$ cat src/logic/cxic_pkg.sv
package cxic_pkg;
	localparam int WORD_W = 60;
	localparam int ADDR_W = 18;
	localparam int PKG_WORDS = 16;
	localparam int IDX_W = 4;
	localparam int RTC_W = 17;
	localparam int PC_COPIES = 6;
	localparam logic [IDX_W-1:0] LAST_IDX = 4'hF;

	// Package word layout
	localparam logic [IDX_W-1:0] W_PC = 4'h0;
	localparam logic [IDX_W-1:0] W_PSW = 4'h3;
	localparam logic [IDX_W-1:0] W_NEXIT = 4'h6;
	localparam logic [IDX_W-1:0] W_EEXIT = 4'h7;

	// Fixed package addresses
	localparam logic [ADDR_W-1:0] RTC_PKG_ADDR = 18'h00010;
	localparam logic [ADDR_W-1:0] DS_PKG_ADDR = 18'h00000;
	localparam int CH_SHIFT = 4;

	// Status word bits
	localparam int PS_MONITOR = 0;
	localparam int PS_STEP = 1;
	localparam int PS_PRIV = 2;
	localparam int PS_OVF_MODE = 3;
	localparam int PS_UND_MODE = 4;
	localparam int PS_IND_MODE = 5;
	localparam int PS_OVF = 6;
	localparam int PS_UND = 7;
	localparam int PS_IND = 8;
	localparam int PS_RANGE = 9;
	localparam int PS_HWFAIL = 10;
	localparam int PS_W = 18;

	// APB register byte offsets
	localparam logic [7:0] OFS_BIAS = 8'h00;
	localparam logic [7:0] OFS_CHREQ = 8'h04;
	localparam logic [7:0] OFS_RTC = 8'h08;
	localparam logic [7:0] OFS_PSW = 8'h0C;
	localparam logic [7:0] OFS_PC = 8'h10;
	localparam logic [7:0] OFS_IOBASE = 8'h14;
	localparam logic [7:0] OFS_STATUS = 8'h18;

	typedef enum logic [3:0] {
		X_IDLE = 4'b0001,
		X_READ = 4'b0010,
		X_WRITE = 4'b0100,
		X_DONE = 4'b1000
	} cxic_xstate_t;

	typedef enum logic [2:0] {
		C_NONE = 3'h0,
		C_ERROR = 3'h1,
		C_STEP = 3'h2,
		C_EXIT = 3'h3,
		C_IO = 3'h4,
		C_RTC = 3'h5
	} cxic_cause_t;

	typedef struct packed {
		logic valid;
		cxic_cause_t cause;
		logic [ADDR_W-1:0] addr;
	} cxic_xreq_t;

	typedef struct packed {
		logic req;
		logic we;
		logic [ADDR_W-1:0] addr;
		logic [WORD_W-1:0] wdata;
	} cxic_cm_t;
endpackage : cxic_pkg

$ cat src/logic/cxic_top.sv
// The address map and the APB slave port were decided locally.
`timescale 1ns/10ps
// Function
// - Error-exit opcode ends the interval with an exchange to the error exit pointer.
// - Overflow, underflow, indefinite either continue or error-exit per status word mode bits.
// - Hardware failure and out-of-field addressing always force an error exit.
// - Status word loads from incoming package and is stored back on exit.
// - Buffer threshold from the io_multiplexer raises an interrupt request.
// - Peripheral record pulse and exchange request each raise an interrupt request.
// - Accepted I/O request starts an exchange to the interrupt package.
// - Clock-period counter advances by one every clock cycle.
// - Counter is 17 bits and readable as channel zero status.
// - Counter carry sets real-time flag held as the eighteenth bit.
// - Real-time flag requests exchange to octal 20 plus buffer bias.
// - Step mode exchanges to error exit pointer after each instruction word.
// - Monitor flag blocks interrupt requests; pending ones served in order when clear.
// - Channel request stays pending and reinterrupts a non-monitor interrupt program.
// - Deadstart clears channel requests leaving channel zero, exchanging on release.
// - Deadstart exchange swaps with package at 0 to 17 octal plus bias.
// - Deadstart stored status word has monitor cleared and program range set.
// - Six program counter copies always hold the same value.
// - Latch setting with error opcode blocks range flag; counter already advanced.
// - Each exchange swaps sixteen package words with CPU registers from first address.
// - Privileged flag clear makes exchange exit use the normal exit pointer.
module cxic_top import cxic_pkg::*; #(
	parameter int NCH = 8
) (
	input wire logic core_clk,
	input wire logic rst,
	// APB slave
	input wire logic psel,
	input wire logic penable,
	input wire logic pwrite,
	input wire logic [7:0] paddr,
	input wire logic [31:0] pwdata,
	output logic [31:0] prdata,
	output logic pready,
	output logic pslverr,
	// Issue logic, same clock
	input wire logic err_opcode,
	input wire logic exit_opcode,
	input wire logic [ADDR_W-1:0] exit_bjk,
	input wire logic arith_ovf,
	input wire logic arith_und,
	input wire logic arith_ind,
	input wire logic hw_fail,
	input wire logic range_err,
	input wire logic word_done,
	output logic exch_busy,
	output logic [PS_W-1:0] program_status_word,
	output logic [PC_COPIES-1:0][ADDR_W-1:0] pc_copies,
	output logic [RTC_W-1:0] chan0_status,
	// From io_multiplexer and peripheral_processor pins
	input wire logic [NCH-1:0] buf_threshold,
	input wire logic [NCH-1:0] record_pulse,
	input wire logic pp_exchange_req,
	// central_memory port
	output cxic_cm_t cm_out,
	input wire logic cm_ack,
	input wire logic [WORD_W-1:0] cm_rdata
);
	localparam int CH_W = $clog2(NCH);

	logic [NCH-1:0] chreq;
	logic [ADDR_W-1:0] bias;
	logic [ADDR_W-1:0] io_base;
	logic [RTC_W:0] rtc;
	logic [PS_W-1:0] psw;
	logic [ADDR_W-1:0] pc_copy [PC_COPIES];
	logic [WORD_W-1:0] regs [PKG_WORDS];
	logic [WORD_W-1:0] hold;
	logic [IDX_W-1:0] idx;
	logic [ADDR_W-1:0] base;
	cxic_xstate_t xstate;
	cxic_cause_t cause_last;
	logic ds_pend;
	logic ds_exch;
	logic pending_interrupt_latch;
	logic err_pend;
	logic step_pend;
	logic exit_pend;
	logic [ADDR_W-1:0] exit_addr;
	// Pin synchronisers: three stages, change counts when stages 2 and 3 agree
	logic [2*NCH:0] sync1, sync2, sync3, stable, stable_d;
	logic [2*NCH:0] pin_rise;
	cxic_xreq_t next_req;
	logic io_open;
	logic err_event;
	logic rif_set;
	logic apb_wr;
	logic apb_rd;
	logic [NCH-1:0] ch_clear;
	logic rtc_clear;

	function automatic logic [CH_W-1:0] lowest_ch(input logic [NCH-1:0] v);
		logic [CH_W-1:0] r;
		r = '0;
		for (int i = NCH - 1; i >= 0; i--) begin
			if (v[i]) begin
				r = CH_W'(i);
			end
		end
		return r;
	endfunction : lowest_ch

	function automatic logic [ADDR_W-1:0] field(input logic [WORD_W-1:0] w);
		return w[ADDR_W-1:0];
	endfunction : field

	always_ff @(posedge core_clk) begin
		if (rst) begin
			sync1 <= '0;
			sync2 <= '0;
			sync3 <= '0;
			stable <= '0;
			stable_d <= '0;
		end else begin
			sync1 <= {pp_exchange_req, record_pulse, buf_threshold};
			sync2 <= sync1;
			sync3 <= sync2;
			stable <= (stable & (sync2 ^ sync3)) | (sync2 & sync3);
			stable_d <= stable;
		end
	end
	assign pin_rise = stable & ~stable_d;

	assign apb_wr = psel && penable && pwrite;
	assign apb_rd = psel && penable && !pwrite;
	assign pready = 1'b1;
	assign exch_busy = (xstate != X_IDLE);
	assign io_open = !psw[PS_MONITOR] && !exch_busy;
	// Latch sets when a gated I/O or real-time request is accepted
	assign rif_set = io_open && !pending_interrupt_latch && ((|chreq) || rtc[RTC_W]);
	// Error opcode coinciding with the latch setting is swallowed
	assign err_event = !exch_busy && ((err_opcode && !rif_set) || hw_fail || range_err
		|| (arith_ovf && psw[PS_OVF_MODE]) || (arith_und && psw[PS_UND_MODE])
		|| (arith_ind && psw[PS_IND_MODE]));

	// Channel request register
	always_comb begin
		ch_clear = '0;
		if (apb_wr && paddr == OFS_CHREQ) begin
			ch_clear = pwdata[NCH-1:0];
		end
	end
	always_ff @(posedge core_clk) begin
		if (rst) begin
			chreq <= NCH'(1);
		end else begin
			// Set wins over clear; cleared only by software so it repeats
			chreq <= (chreq & ~ch_clear) | pin_rise[NCH-1:0] | pin_rise[2*NCH-1:NCH]
				| {{(NCH-1){1'b0}}, pin_rise[2*NCH]};
		end
	end

	// Clock-period counter with real-time flag as its top bit
	assign rtc_clear = (apb_wr && paddr == OFS_RTC && pwdata[RTC_W])
		|| (xstate == X_DONE && cause_last == C_RTC);
	always_ff @(posedge core_clk) begin
		if (rst) begin
			rtc <= '0;
		end else begin
			rtc[RTC_W-1:0] <= rtc[RTC_W-1:0] + RTC_W'(1);
			rtc[RTC_W] <= (&rtc[RTC_W-1:0]) || (rtc[RTC_W] && !rtc_clear);
		end
	end
	always_ff @(posedge core_clk) begin
		if (rst) begin
			chan0_status <= '0;
		end else begin
			chan0_status <= rtc[RTC_W-1:0];
		end
	end

	// Pending exchange sources
	always_ff @(posedge core_clk) begin
		if (rst) begin
			err_pend <= 1'b0;
			step_pend <= 1'b0;
			exit_pend <= 1'b0;
			exit_addr <= '0;
			pending_interrupt_latch <= 1'b0;
		end else if (xstate == X_IDLE && next_req.valid) begin
			err_pend <= 1'b0;
			step_pend <= 1'b0;
			exit_pend <= 1'b0;
			pending_interrupt_latch <= 1'b0;
		end else begin
			err_pend <= err_pend || err_event;
			step_pend <= step_pend || (word_done && psw[PS_STEP] && !exch_busy);
			if (exit_opcode && !exch_busy) begin
				exit_pend <= 1'b1;
				exit_addr <= psw[PS_PRIV] ? exit_bjk : field(regs[W_NEXIT]);
			end
			pending_interrupt_latch <= pending_interrupt_latch || rif_set;
		end
	end

	// Fixed-priority selection of the next package
	always_comb begin
		next_req = '{valid: 1'b0, cause: C_NONE, addr: '0};
		if (err_pend) begin
			next_req = '{valid: 1'b1, cause: C_ERROR, addr: field(regs[W_EEXIT])};
		end else if (step_pend) begin
			next_req = '{valid: 1'b1, cause: C_STEP, addr: field(regs[W_EEXIT])};
		end else if (exit_pend) begin
			next_req = '{valid: 1'b1, cause: C_EXIT, addr: exit_addr};
		end else if (pending_interrupt_latch && |chreq) begin
			next_req = '{valid: 1'b1, cause: C_IO,
				addr: ADDR_W'(io_base + (ADDR_W'(lowest_ch(chreq)) << CH_SHIFT) + bias)};
		end else if (pending_interrupt_latch && rtc[RTC_W]) begin
			next_req = '{valid: 1'b1, cause: C_RTC, addr: ADDR_W'(RTC_PKG_ADDR + bias)};
		end
	end

	// Exchange sequencer: read package word, write CPU word back, load
	always_ff @(posedge core_clk) begin
		if (rst) begin
			xstate <= X_IDLE;
			idx <= '0;
			base <= '0;
			hold <= '0;
			cause_last <= C_NONE;
			ds_exch <= 1'b0;
		end else begin
			unique case (xstate)
				X_IDLE: begin
					if (next_req.valid) begin
						xstate <= X_READ;
						idx <= '0;
						cause_last <= next_req.cause;
						ds_exch <= ds_pend && next_req.cause == C_IO && lowest_ch(chreq) == '0;
						base <= (ds_pend && next_req.cause == C_IO) ? ADDR_W'(DS_PKG_ADDR + bias)
							: next_req.addr;
					end
				end
				X_READ: begin
					if (cm_ack) begin
						hold <= cm_rdata;
						xstate <= X_WRITE;
					end
				end
				X_WRITE: begin
					if (cm_ack) begin
						idx <= idx + IDX_W'(1);
						xstate <= (idx == LAST_IDX) ? X_DONE : X_READ;
					end
				end
				X_DONE: begin
					xstate <= X_IDLE;
				end
			endcase
		end
	end

	always_ff @(posedge core_clk) begin
		if (rst) begin
			ds_pend <= 1'b1;
		end else if (xstate == X_DONE && ds_exch) begin
			ds_pend <= 1'b0;
		end
	end

	// Outgoing word for the central_memory write of the current index
	always_ff @(posedge core_clk) begin
		if (rst) begin
			cm_out <= '0;
		end else begin
			cm_out.req <= (xstate == X_READ && !cm_ack) || (xstate == X_WRITE && !(cm_ack && idx == LAST_IDX))
				|| (xstate == X_READ && cm_ack) || (xstate == X_IDLE && next_req.valid)
				|| (xstate == X_WRITE && cm_ack && idx != LAST_IDX);
			if (xstate == X_IDLE) begin
				cm_out.we <= 1'b0;
				cm_out.addr <= (ds_pend && next_req.cause == C_IO) ? ADDR_W'(DS_PKG_ADDR + bias) : next_req.addr;
			end else if (xstate == X_READ && cm_ack) begin
				cm_out.we <= 1'b1;
				if (idx == W_PC) begin
					cm_out.wdata <= WORD_W'(pc_copy[0]);
				end else if (idx == W_PSW) begin
					cm_out.wdata <= ds_exch
						? WORD_W'((psw & ~(PS_W'(1) << PS_MONITOR)) | (PS_W'(1) << PS_RANGE))
						: WORD_W'(psw);
				end else begin
					cm_out.wdata <= regs[idx];
				end
			end else if (xstate == X_WRITE && cm_ack) begin
				cm_out.we <= 1'b0;
				cm_out.addr <= ADDR_W'(base + ADDR_W'(idx) + ADDR_W'(1));
			end
		end
	end

	// CPU side registers of the package
	always_ff @(posedge core_clk) begin
		if (rst) begin
			for (int i = 0; i < PKG_WORDS; i++) begin
				regs[i] <= '0;
			end
		end else if (xstate == X_WRITE && cm_ack) begin
			regs[idx] <= hold;
		end
	end

	// Status word: loaded from the package, error flags set during the interval
	always_ff @(posedge core_clk) begin
		if (rst) begin
			psw <= '0;
		end else if (xstate == X_WRITE && cm_ack && idx == W_PSW) begin
			psw <= hold[PS_W-1:0];
		end else if (!exch_busy) begin
			psw[PS_OVF] <= psw[PS_OVF] || arith_ovf;
			psw[PS_UND] <= psw[PS_UND] || arith_und;
			psw[PS_IND] <= psw[PS_IND] || arith_ind;
			psw[PS_HWFAIL] <= psw[PS_HWFAIL] || hw_fail;
			psw[PS_RANGE] <= psw[PS_RANGE] || range_err || (err_opcode && !rif_set);
		end
	end
	assign program_status_word = psw;

	// Program counter copies updated together
	always_ff @(posedge core_clk) begin
		if (rst) begin
			for (int i = 0; i < PC_COPIES; i++) begin
				pc_copy[i] <= '0;
			end
		end else begin
			for (int i = 0; i < PC_COPIES; i++) begin
				if (xstate == X_WRITE && cm_ack && idx == W_PC) begin
					pc_copy[i] <= field(hold);
				end else if (!exch_busy && (word_done || (err_opcode && rif_set))) begin
					pc_copy[i] <= pc_copy[i] + ADDR_W'(1);
				end
			end
		end
	end
	always_comb begin
		for (int i = 0; i < PC_COPIES; i++) begin
			pc_copies[i] = pc_copy[i];
		end
	end

	// Software registers
	always_ff @(posedge core_clk) begin
		if (rst) begin
			bias <= '0;
			io_base <= '0;
		end else if (apb_wr) begin
			if (paddr == OFS_BIAS) begin
				bias <= pwdata[ADDR_W-1:0];
			end
			if (paddr == OFS_IOBASE) begin
				io_base <= pwdata[ADDR_W-1:0];
			end
		end
	end

	always_comb begin
		prdata = '0;
		pslverr = 1'b0;
		if (psel && penable) begin
			unique case (paddr)
				OFS_BIAS: prdata = 32'(bias);
				OFS_CHREQ: prdata = 32'(chreq);
				OFS_RTC: prdata = 32'(rtc);
				OFS_PSW: prdata = 32'(psw);
				OFS_PC: prdata = 32'(pc_copy[0]);
				OFS_IOBASE: prdata = 32'(io_base);
				OFS_STATUS: prdata = 32'({cause_last, ds_pend, pending_interrupt_latch, exch_busy});
				default: pslverr = 1'b1;
			endcase
		end
		if (!apb_rd) begin
			prdata = '0;
		end
	end
endmodule : cxic_top

$ cat config.mk
export PLATFORM = sky130hd
export DESIGN_NAME = cxic_top
export DESIGN_NICKNAME = d
export VERILOG_FILES = /design/src/logic/cxic_pkg.sv /design/src/logic/cxic_top.sv
export SDC_FILE = /design/constraint.sdc
export NUM_CORES = 2
export LEC_CHECK = 0
export ABC_AREA = 1
export BUFFER_PORTS_ARGS = -buffer_cell sky130_fd_sc_hd__buf_2
export CORE_ASPECT_RATIO = 0.8
export CORE_MARGIN = 2
export CORE_UTILIZATION = 52
export DETAILED_ROUTE_END_ITERATION = 16
export GPL_TIMING_DRIVEN = 1
export MAX_ROUTING_LAYER = met4
export PLACE_DENSITY = 0.7
export SYNTH_ARGS = -nofsm -noshare
export SYNTH_HDL_FRONTEND = slang
export SYNTH_SLANG_ARGS = --single-unit
$ cat constraint.sdc
create_clock -name core_clk -period 6.2 [get_ports core_clk]
set_input_delay 0.93 -clock core_clk [delete_from_list [all_inputs] [get_ports core_clk]]
set_output_delay 0.93 -clock core_clk [all_outputs]
set_load 0.01 [all_outputs]
==> run summary <==
vias in the first global route: 47573
final hold vios: 0
reg-to-reg startpoint: xstate[1]
Placer Congestion: 1.02
Clock Skew: 0.0314 ns
CTS sink count: 1447
port bufs: 377
Pwr Density: 349 nW/µm²
kind of critical path: reg -> reg
Gate Count Post-Synth: 6747
critical-path cell list: nor2_1 > inv_1 > nor3_4 > inv_1 > nor2_2 > inv_2 > nor2_4 > inv_2 > nor2_1 > nand2_4 > buf_4 > nand2_4 > buf_4
Mapped Area: 64100 µm²
Seq/Total Area, Yosys: 0.619
crit start category: flop
RSZ-0062 raised after global routing: false
crit end category: flop
Net count, final: 7084
Hold Startpoint: buf_threshold[0]
Yosys warnings: 0
Final Cycle Share: 0.708
Avg Cell Area, Syn: 9.50 µm²
maxcap violations: 0
Final TNS setup: 0 ns
Slew @ Worst Pin: 1.23 ns
setup slack, reg-to-reg: 1.81 ns
Worst path max stage delay: 0.80 ns
CTS buffer count: 145
Via density: 6.00
Arr. time, crit path: 4.86 ns
CP top delay family: simple AND/OR/NAND/NOR gates
CTS Hold Bufs: 0
clk buf depth: 3
die area: 126000 µm²
fill count: 10505
Max VDD drop: 0.309 mV
Rows: 115
number of antenna violations at the first check in global routing: 21
r2r endpoint: regs[10][51]
Starting Density: 0.523
fraction of layout cells with a size suffix above 1: 0.109
FMAX: 228 MHz
Buf/Inv on CP: 6
Die X: 397 µm
grt total ovfl: 0
placed wire-length estimate: 128000 µm
Top-Level Pins: 407
DR pass1 iterations: 7
DRC Markers: 0
Leak: 26.6 nW
hold path endpoint: sync1[0]
Max Fanout on Critical Path: 61
WHS Path Cells: 3
core region area: 123000 µm²
final wirelength: 210000 µm
CTS tree: yes
result of the run: finished clean
Reg2Reg Depth: 13
total track usage: 0.334
number of setup buffers added after CTS: 0
Synth-to-Final Area Change: 12.0%
Iter 0 DRT Violations: 7729
Critical Path Start: xstate[1]
post-synth cell types: 51
commonest non-fill, non-tap cells in the layout: nor2_1 (1721), edfxtp_1 (1068), o21ai_0 (819), nand2_1 (634), buf_2 (376)
Storage cell area: 39700 µm²
multi-input gate area in the final layout: 21200 µm²
required time of the critical path: 6.67 ns
relative slew slack: 0.181
wire per inst: 24.3 µm
post_cts resized: 0
HP Class: in -> reg
CP max stage cell: nand2_4
DR vias: 51875
Die Y: 318 µm
CTS root buf: clkbuf_16
Setup violations, final: 0
most common cell after layout, fill and taps aside: nor2_1
Routed Antenna Nets: 0
fin. max-slew vios: 0
Min Clock Period, post-route: 4.39 ns
total chip power: 25.0 mW
CTS clk-pin slew, worst paths: 0.06 ns
first-pass GRT wire length: 307000 µm
Worst-Skew Late Latency: 0.80 ns
largest net degree at the start of global routing: 163
H-tree depth: 4
Seq cells post-synth: 1447
==> metrics by stage <==
stage / hold slack (ns) / instance area, µm² / cells / utilization / setup slack, ns
2_1_floorplan: 0.388 / 64200 / 6760 / - / 1.23
3_3_place_gp: 0.394 / 67000 / 8357 / 0.547 / 1.69
3_5_place_dp: 0.392 / 67000 / 8357 / 0.547 / 1.59
4_1_cts: 0.288 / 71800 / 8624 / 0.585 / 1.87
5_1_grt: 0.321 / 71800 / 8643 / 0.586 / 1.64
6_report: 0.336 / 71800 / 8644 / 0.586 / 1.81
==> synth_stat cells (all sizes together) <==
cell        n  area share
nor3       42      0.0038
o32ai       1     0.00014
o31ai       7     0.00082
nand4      23      0.0022
o21ai     833       0.065
clkbuf    400       0.023
edfxtp   1068        0.50
xor2       52      0.0071
o2111a      1     0.00018
o21a        2     0.00023
nor2     1737        0.10
a31oi      42      0.0041
o21bai      1     0.00012
nand2     658       0.039
nand3b      7     0.00082
a31o        4     0.00055
and3        3     0.00029
conb        2     0.00012
nor3b       8     0.00094
dfxtp     379        0.12
o221ai     80       0.011
clkinv     67      0.0039
buf        92      0.0077
a311oi      1     0.00014
o211ai     37      0.0043
inv       350       0.021
a211oi      6     0.00070
fa          5      0.0016
nand3     151       0.012
and2        6     0.00059
o2111ai     1     0.00014
or2        21      0.0020
a21oi     354       0.028
a221oi     17      0.0023
o22ai     197       0.019
ha         64       0.012
a21o        1     0.00012
nor4        7     0.00088
xnor2      20      0.0027
==> registers in the layout, summed over array words and instances (netlist names), 4 cells and up, named ones only <==
register             cells
chan0_status            17
rtc                     18
bias                    18
regs                   960
base                    18
program_status_word     18
sync1                   17
exit_addr               18
stable_d                17
chreq                    8
idx                      4
sync2                   17
pc_copy                108
io_base                 18
sync3                   17
hold                    60
stable                  17
xstate                   4
cm_out                  80
==> worst max-delay path by stage <==
| stage | to | slack [ns] | cells past startpoint |
|---|---|---|---|
| 5_1_grt | regs[10][51] | 1.64 | 13 |
| 3_3_place_gp | regs[10][43] | 1.69 | 11 |
| 6_report | regs[10][51] | 1.81 | 13 |
| 2_1_floorplan | pc_copy[0][0] | 1.23 | 5 |
| 4_1_cts | regs[10][51] | 1.87 | 13 |
| 3_5_place_dp | regs[10][52] | 1.59 | 11 |
==> kinds of logic (layout without fill, tap and decap cells) <==
kind of cell,Yosys count,after routing,synth area share
fa+ha+maj,69,69,0.0141
buf+inv,909,1135,0.0556
compound gates,1585,1585,0.137
simple gates,2663,2663,0.165
flops,1447,1447,0.619
xor+xnor,72,72,0.00984
other cells,2,35,0.000117
==> cell type report <==
type,instances,share of cell area
inverters,417,0.0222
multi-input cells,4404,0.295
clock inverters,55,0.00829
well taps,1638,0.0285
diodes,20,0.000697
clock buffers,212,0.0574
flip-flops and latches,1447,0.552
repair buffers,451,0.0352
==> power breakdown <==
group | switching (mW) | internal (mW) | total, mW
registers | 0.405 | 10.9 | 11.3
clock network | 3.83 | 5.02 | 8.85
logic | 3.55 | 1.33 | 4.89
total | 7.79 | 17.3 | 25.0
==> worst register-to-register path, cell delays in order, from the launching register on <==
cell and delay, ns:
dfxtp_1 0.35, nor2_1 0.13, inv_1 0.09, nor3_4 0.20, inv_1 0.10, nor2_2 0.25
inv_2 0.15, nor2_4 0.34, inv_2 0.11, nor2_1 0.58, nand2_4 0.05, buf_4 0.44
nand2_4 0.81, buf_4 0.47
==> routing by layer <==
layer	track usage	routed length [µm]	up-vias
met5	-	0	-
met4	0.103	6070	0
met3	0.0923	28200	391
met2	0.472	91500	3222
met1	0.470	84300	24896
li1	-	-	23366
Note: power is estimated with default switching activity, not from simulation.
